<file path="config.mk">
export PLATFORM = sky130hd
export DESIGN_NAME = amp_switch_ctrl
export DESIGN_NICKNAME = d
export VERILOG_FILES = /design/src/verilog/amp_switch_pkg.sv /design/src/verilog/amp_switch_ctrl.sv
export SDC_FILE = /design/constraint.sdc
export NUM_CORES = 1
export LEC_CHECK = 0
export BUFFER_PORTS_ARGS = -buffer_cell sky130_fd_sc_hd__buf_4
export CELL_PAD_IN_SITES_DETAIL_PLACEMENT = 0
export CELL_PAD_IN_SITES_GLOBAL_PLACEMENT = 1
export CORE_ASPECT_RATIO = 0.8
export CORE_MARGIN = 1
export CORE_UTILIZATION = 40
export DETAILED_ROUTE_END_ITERATION = 10
export GPL_ROUTABILITY_DRIVEN = 1
export PLACE_DENSITY_LB_ADDON = 0.1
export SLEW_MARGIN = 20
export SYNTH_ARGS = -nofsm -noshare
export SYNTH_HDL_FRONTEND = slang
export SYNTH_SLANG_ARGS = --single-unit
</file>
<file path="constraint.sdc">
create_clock -name i_mclk -period 1.6 [get_ports i_mclk]
set_input_delay 0.08 -clock i_mclk [delete_from_list [all_inputs] [get_ports i_mclk]]
set_output_delay 0.08 -clock i_mclk [all_outputs]
set_load 0.05 [all_outputs]
</file>
<file path="src/verilog/amp_switch_pkg.sv">
// amp_switch_pkg: register map, field positions, reset values and the
// control bundles shared by the op-amp switch control block.
// assumes an 8-bit register port and one 50 MHz system clock.
`default_nettype none
package amp_switch_pkg;

   // register offsets (one byte-wide register per address)
   localparam logic [7:0] OFS_AMP1_TRIM  = 8'h00;
   localparam logic [7:0] OFS_AMP1_PATH  = 8'h01;
   localparam logic [7:0] OFS_AMP2_TRIM  = 8'h02;
   localparam logic [7:0] OFS_AMP2_PATH  = 8'h03;
   localparam logic [7:0] OFS_AMP2_GAIN  = 8'h04;

   // trim/mode register fields
   localparam int TRIM_OUT_BIT  = 7;
   localparam int TRIM_MODE_BIT = 6;
   localparam int TRIM_REF_BIT  = 5;
   localparam int TRIM_CODE_HI  = 4;

   // path control register fields
   localparam int PATH_CMP_BIT  = 7;
   localparam int PATH_FB_BIT   = 6;
   localparam int PATH_SRC_HI   = 5;
   localparam int PATH_SRC_LO   = 4;
   localparam int PATH_POS_BIT  = 3;
   localparam int PATH_NEG_BIT  = 2;
   localparam int PATH_OEN_BIT  = 1;
   localparam int PATH_EN_BIT   = 0;

   // gain/crosslink register fields
   localparam int GAIN_NEG_BIT  = 7;
   localparam int GAIN_POS_BIT  = 6;
   localparam int GAIN_EN_BIT   = 3;
   localparam int GAIN_CODE_HI  = 2;

   // writable masks and power-on values
   localparam logic [7:0] TRIM_WR_MASK  = 8'h7F;
   localparam logic [7:0] GAIN_WR_MASK  = 8'hCF;
   localparam logic [7:0] TRIM_RST      = 8'h10;
   localparam logic [7:0] PATH_RST      = 8'h0C;
   localparam logic [7:0] GAIN_RST      = 8'h00;

   // internal source codes
   localparam logic [1:0] SRC_NONE = 2'h0;
   localparam logic [1:0] SRC_HIGH = 2'h1;
   localparam logic [1:0] SRC_MID  = 2'h2;
   localparam logic [1:0] SRC_LOW  = 2'h3;

   // gain step per code and value of code zero
   localparam logic [5:0] GAIN_STEP  = 6'h08;
   localparam logic [5:0] GAIN_UNITY = 6'h01;

   // switch and path controls of one amplifier
   typedef struct packed {
      logic       cal_neg_input_switch;
      logic       cal_pos_input_switch;
      logic       cal_short_switch;
      logic [4:0] trim_code;
      logic       out_pin_switch;
      logic       comparator_switch;
      logic       low_tap_switch;
      logic       mid_tap_switch;
      logic       high_tap_switch;
      logic       self_feedback;
      logic       pos_pin_connect;
      logic       neg_pin_connect;
      logic       output_drive_en;
      logic       enable;
      logic       pins_gpio;
   } amp_ctl_t;

   // second-amplifier extras
   typedef struct packed {
      logic       amp1_to_amp2_neg;
      logic       amp1_to_amp2_pos;
      logic       gain_path_enable;
      logic [2:0] gain_code;
      logic [5:0] gain_value;
   } gain_ctl_t;

endpackage
`default_nettype wire
</file>
<file path="src/verilog/amp_switch_ctrl.sv">
// amp_switch_ctrl: five control registers for two op-amps and the
// decode that turns them into analog switch and trim controls.
// assumes strobes synchronous to i_mclk and raw comparator-level amp outputs.
//
// Functional notes
// trim register bit7 reads amp output, read-only
// bit6 selects offset cancellation mode
// bit5 picks cancellation reference input
// bits4:0 trim code, resets to 10h
// path bit7 closes comparator routing switch
// path bit6 closes self feedback path
// source field selects none/high/mid/low tap
// pos pin connect forces source to none
// bits3/2 connect pins, reset to one
// bit1 enables output driver, resets zero
// enable clear opens output pin switch
// second path register mirrors first layout
// gain bit7 links amp1 to amp2 inverting
// gain bit6 links amp1 to amp2 noninverting
// gain bit3 enables gain path
// gain code zero unity, else eight times code
// cancel mode closes short and one input
// software steps trim until output toggles
// gain bits5:4 read zero, ignore writes
// reduced variant keeps only output bit
// disabled amp returns all pins to gpio
// amp outputs pass two-flop synchroniser
// writes load on strobe, reset restores
`default_nettype none
module amp_switch_ctrl
   import amp_switch_pkg::*;
#(
   parameter bit CAL_PRESENT = 1'b1   // 0 builds the reduced variant
) (
   input  wire logic       i_mclk,
   input  wire logic       i_sys_rst,
   input  wire logic [7:0] i_addr,
   input  wire logic [7:0] i_wdata,
   input  wire logic       i_wr,
   input  wire logic       i_rd,
   output logic      [7:0] o_rdata,
   input  wire logic       i_amp1_out_raw,
   input  wire logic       i_amp2_out_raw,
   output amp_ctl_t        o_amp1,
   output amp_ctl_t        o_amp2,
   output gain_ctl_t       o_gain
);

   logic [7:0] amp1_trim_reg;
   logic [7:0] amp1_path_reg;
   logic [7:0] amp2_trim_reg;
   logic [7:0] amp2_path_reg;
   logic [7:0] gain_reg;
   logic [1:0] amp1_sync_reg;
   logic [1:0] amp2_sync_reg;
   logic [7:0] rdata_reg;
   logic [7:0] rdata_next;
   amp_ctl_t   amp1_reg;
   amp_ctl_t   amp2_reg;
   gain_ctl_t  gain_ctl_reg;

   // decode of one amp's trim and path registers into switch controls
   function automatic amp_ctl_t decode_amp(input logic [7:0] trim, input logic [7:0] path);
      amp_ctl_t   c;
      logic [1:0] src;
      logic       en;
      en  = path[PATH_EN_BIT];
      // pin connect overrides the internal source selection
      src = path[PATH_POS_BIT] ? SRC_NONE : path[PATH_SRC_HI:PATH_SRC_LO];
      c.enable            = en;
      c.pins_gpio         = !en;
      c.out_pin_switch    = en;
      c.comparator_switch = path[PATH_CMP_BIT];
      c.self_feedback     = path[PATH_FB_BIT];
      c.high_tap_switch   = (src == SRC_HIGH);
      c.mid_tap_switch    = (src == SRC_MID);
      c.low_tap_switch    = (src == SRC_LOW);
      c.pos_pin_connect   = en && path[PATH_POS_BIT];
      c.neg_pin_connect   = en && path[PATH_NEG_BIT];
      c.output_drive_en   = path[PATH_OEN_BIT];
      c.trim_code         = trim[TRIM_CODE_HI:0];
      if (!CAL_PRESENT) begin
         // cancellation switches do not exist in the reduced part
         c.cal_short_switch     = 1'b0;
         c.cal_neg_input_switch = 1'b0;
         c.cal_pos_input_switch = 1'b0;
      end else if (trim[TRIM_MODE_BIT]) begin
         c.cal_short_switch     = 1'b1;
         c.cal_neg_input_switch = !trim[TRIM_REF_BIT];
         c.cal_pos_input_switch = trim[TRIM_REF_BIT];
      end else begin
         c.cal_short_switch     = 1'b0;
         c.cal_neg_input_switch = 1'b1;
         c.cal_pos_input_switch = 1'b1;
      end
      return c;
   endfunction

   // gain for a code: unity at zero, otherwise eight per step
   function automatic logic [5:0] gain_of(input logic [2:0] code);
      return (code == 3'h0) ? GAIN_UNITY : 6'(GAIN_STEP * {3'h0, code});
   endfunction

   // output level synchronisers; only the second flop (bit 1) is read downstream
   always_ff @(posedge i_mclk) begin
      if (i_sys_rst) begin
         amp1_sync_reg <= 2'h0;
         amp2_sync_reg <= 2'h0;
      end else begin
         amp1_sync_reg <= {amp1_sync_reg[0], i_amp1_out_raw};
         amp2_sync_reg <= {amp2_sync_reg[0], i_amp2_out_raw};
      end
   end

   // writable registers; reduced variant holds the trim bits at zero
   always_ff @(posedge i_mclk) begin
      if (i_sys_rst) begin
         amp1_trim_reg <= CAL_PRESENT ? TRIM_RST : 8'h00;
         amp2_trim_reg <= CAL_PRESENT ? TRIM_RST : 8'h00;
         amp1_path_reg <= PATH_RST;
         amp2_path_reg <= PATH_RST;
         gain_reg      <= GAIN_RST;
      end else if (i_wr) begin
         unique case (i_addr)
            OFS_AMP1_TRIM: begin
               if (CAL_PRESENT) begin
                  amp1_trim_reg <= i_wdata & TRIM_WR_MASK;
               end
            end
            OFS_AMP2_TRIM: begin
               if (CAL_PRESENT) begin
                  amp2_trim_reg <= i_wdata & TRIM_WR_MASK;
               end
            end
            OFS_AMP1_PATH: amp1_path_reg <= i_wdata;
            OFS_AMP2_PATH: amp2_path_reg <= i_wdata;
            OFS_AMP2_GAIN: gain_reg      <= i_wdata & GAIN_WR_MASK;
            default: ;
         endcase
      end
   end

   // read mux; bit7 of the trim registers shows the synchronised level
   always_comb begin
      unique case (i_addr)
         OFS_AMP1_TRIM: rdata_next = {amp1_sync_reg[1], amp1_trim_reg[6:0]};
         OFS_AMP2_TRIM: rdata_next = {amp2_sync_reg[1], amp2_trim_reg[6:0]};
         OFS_AMP1_PATH: rdata_next = amp1_path_reg;
         OFS_AMP2_PATH: rdata_next = amp2_path_reg;
         OFS_AMP2_GAIN: rdata_next = gain_reg;
         default:       rdata_next = 8'h00;
      endcase
   end

   // read data stands only in the cycle after the strobe
   always_ff @(posedge i_mclk) begin
      if (i_sys_rst) begin
         rdata_reg <= 8'h00;
      end else begin
         rdata_reg <= i_rd ? rdata_next : 8'h00;
      end
   end

   // switch controls are registered so the analog side sees no decode glitches
   always_ff @(posedge i_mclk) begin
      if (i_sys_rst) begin
         amp1_reg     <= decode_amp(CAL_PRESENT ? TRIM_RST : 8'h00, PATH_RST);
         amp2_reg     <= decode_amp(CAL_PRESENT ? TRIM_RST : 8'h00, PATH_RST);
         gain_ctl_reg <= '{1'b0, 1'b0, 1'b0, 3'h0, GAIN_UNITY};
      end else begin
         amp1_reg <= decode_amp(amp1_trim_reg, amp1_path_reg);
         amp2_reg <= decode_amp(amp2_trim_reg, amp2_path_reg);
         gain_ctl_reg.amp1_to_amp2_neg <= gain_reg[GAIN_NEG_BIT];
         gain_ctl_reg.amp1_to_amp2_pos <= gain_reg[GAIN_POS_BIT];
         gain_ctl_reg.gain_path_enable <= gain_reg[GAIN_EN_BIT];
         gain_ctl_reg.gain_code        <= gain_reg[GAIN_CODE_HI:0];
         gain_ctl_reg.gain_value       <= gain_of(gain_reg[GAIN_CODE_HI:0]);
      end
   end

   assign o_rdata = rdata_reg;
   assign o_amp1  = amp1_reg;
   assign o_amp2  = amp2_reg;
   assign o_gain  = gain_ctl_reg;
endmodule
`default_nettype wire

</file>
==> impl_metrics.py <==
metrics = {
    "routing": {
        "ant_nets": 0,
        "num_vias": 2350,
        "drt-pass1-iter-count": 5,
        "drtIter0Drc": 85,
        "viasPerCell": 4.66,
        "wl_per_cell_um": 14.4,
        "routed_wirelength_um": 7280,
        "drc": 0,
    },
    "floorplan": {
        "initial_utilization": 0.412,
        "coreArea_um2": 7910,
        "die_w_um": 103,
        "die_h_um": 82.8,
        "die_area_um2": 8520,
        "ios": 80,
        "rows": 29,
    },
    "synthesis": {
        "async_flop_share": 0,
        "synth_edf_count": 0,
        "synth.top_cell.area_share": 0.577,
        "ys_seq_elements": 94,
        "synth_area_um2": 3260,
        "ys_warn_count": 0,
        "avgSynthCellArea_um2": 10.7,
        "ys_seq_area_frac": 0.577,
        "yosys-top-cells-area": "dfxtp_1 (58%), mux2i_1 (8.3%), nor2b_1 (6.5%)",
        "yosysTopAreaCell": "dfxtp_1",
        "ys_types": 40,
        "yosys_most_used_dff": "dfxtp_1",
        "netlist_instances": 305,
    },
    "layout": {
        "final_common_cell": "dfxtp_1",
        "drive_gt1_frac": 0.288,
        "antennaDiodeCount": 0,
        "area_delta_synth_final_pct": 29.4,
        "fillers": 765,
        "final_cell_mix": "dfxtp_1 (94), buf_4 (86), nor2_1 (39), nor2b_1 (34), mux2i_1 (27)",
        "nets": 413,
    },
    "grt": {
        "grt-ovfl-total": 0,
        "first_global_vias": 2176,
        "track_usage": 0.187,
        "grt_max_degree": 72,
        "grt_pass1_wl_um": 11600,
        "grt_antenna_before_repair": 0,
    },
    "placement": {
        "dp_hpwl_um": 5090,
        "gp_congestion": 0.885,
        "port_buffers": 77,
        "preCtsSetupSlack_ns": 0.181,
    },
    "clocking": {
        "htreeDepth": 3,
        "clk_latency_ns": 0.36,
        "clock_path_buffers": 2,
        "post-cts-setup-buffer-count": 0,
        "cts_buffers": 9,
        "cts_tree": "built",
        "clock-sinks": 94,
        "clkTransAtPathRegs_ns": 0.09,
        "cts_root_buf": "clkbuf_8",
    },
    "worst_setup_path": {
        "max_stage_delay_ns": 0.35,
        "crit_type": "reg2reg",
        "worst-path-buf-inv": 0,
        "critPathMaxFanout": 4,
        "cp.arrival_ns": 1.33,
        "worstSetupStartpointType": "register",
        "critical_path_required_ns": 1.84,
        "critical-path-top-delay-family": "compound AO/OA/AOI/OAI gates",
        "cpMaxStageDelayCell": "dfxtp_1",
        "crit_path_end_kind": "register",
        "cp_cell_sequence": "a22o_1, a222oi_1, nor2_1",
    },
    "min_path": {
        "min_path_type": "in2reg",
    },
    "timing": {
        "fmax_mhz": 916,
        "worst_slack_ns": 0.508,
        "setup_viol": 0,
        "clock_skew_ns": 0.00654,
        "tns_ns": 0,
        "finalHoldViolCount": 0,
        "rsz0062_at_grt": "no",
        "period_needed_ns": 1.09,
        "worst_hold_slack_ns": 0.0194,
        "finalCritPeriodShare": 0.682,
        "drv_slew": 0,
    },
    "run_status": {
        "status": "completed",
    },
    "power_and_ir_drop": {
        "ir_drop_uv": 512,
        "p_per_area_nw_per_um2": 972,
        "power.leakage_uw": 0.00189,
    },
    "flow_run": {
        "max_cap_viol_count": 0,
    },
}
==> cells in the mapped netlist, types with 4 or more instances <==
cell type	number
a222oi_1	4
nand2_1	15
clkbuf_1	6
a21oi_1	6
nand3_1	6
buf_2	6
inv_1	5
nor2b_1	34
a211o_1	6
nor2_1	39
buf_4	7
and2_1	6
mux2_2	5
a22o_1	4
dfxtp_1	94
mux2i_1	27
==> power by group <==
part	leakage [µW]	total, µW	internal [µW]	switching, µW
combinational	0.00103	201	86.0	115
clock	0.0000933	1550	731	824
sequential	0.000758	2350	2340	2.27
==> worst paths after layout <==
path                    startpoint                to  slack (ns)  depth (start not counted)
hold / removal          i_wdata[6]  amp1_trim_reg[6]        0.02                          3
hold reg to reg   amp1_trim_reg[5]        o_amp1[18]        0.42                          1
setup reg to reg  amp1_path_reg[3]        o_rdata[3]        0.51                          3
setup / recovery  amp1_path_reg[3]        o_rdata[3]        0.51                          3
==> final cells by class <==
class                           count  area (µm²)  area share
Sequential cell                    94        1880       0.446
Multi-Input combinational cell    186        1240       0.295
Timing Repair Buffer               95         746       0.177
Tap cell                          108         135      0.0320
Clock buffer                       10         128      0.0302
Clock inverter                      6        67.6      0.0160
Inverter                            5        18.8     0.00445
==> worst reg2reg max path, delay by kind of cell (launching register included) <==
family,cells,cell delay [ns]
simple gates,1,0.08
flops,1,0.35
compound gates,2,0.55
==> repair_timing <==
| action | in CTS | in global routing |
|---|---|---|
| resized for setup | 0 | 0 |
| endpoints found under the hold margin | 15 | 0 |
| hold buffers | 8 | 0 |
==> per-stage QoR <==
step	util	power, µW	cell area (µm²)	cells
after global placement	0.499	2590	3950	480
after detailed placement	0.499	2590	3950	480
after CTS	0.534	4140	4220	504
after global routing	0.534	4260	4220	504
after floorplan	-	2500	3270	306
final	0.534	4100	4220	504
==> cell families (layout without fill, tap and decap cells) <==
kind of cell           count (synthesis)  after routing  share of synthesized area
buffers and inverters                 26            116                     0.0426
multiplexers                          32             32                      0.100
flip-flops                            94             94                      0.577
AO/OA/AOI/OAI                         31             31                     0.0736
AND/OR/NAND/NOR                      121            121                      0.206
other                                  1              2                    0.00115
==> layer usage <==
layer  vias up  global-route usage  wire, µm
li1       1192                   -         -
met4         0              0.0606        67
met5         -                   0         0
met3         7              0.0511       354
met1      1093               0.272      3780
met2        58               0.267      3070
Note: power is estimated with default switching activity, not from simulation.
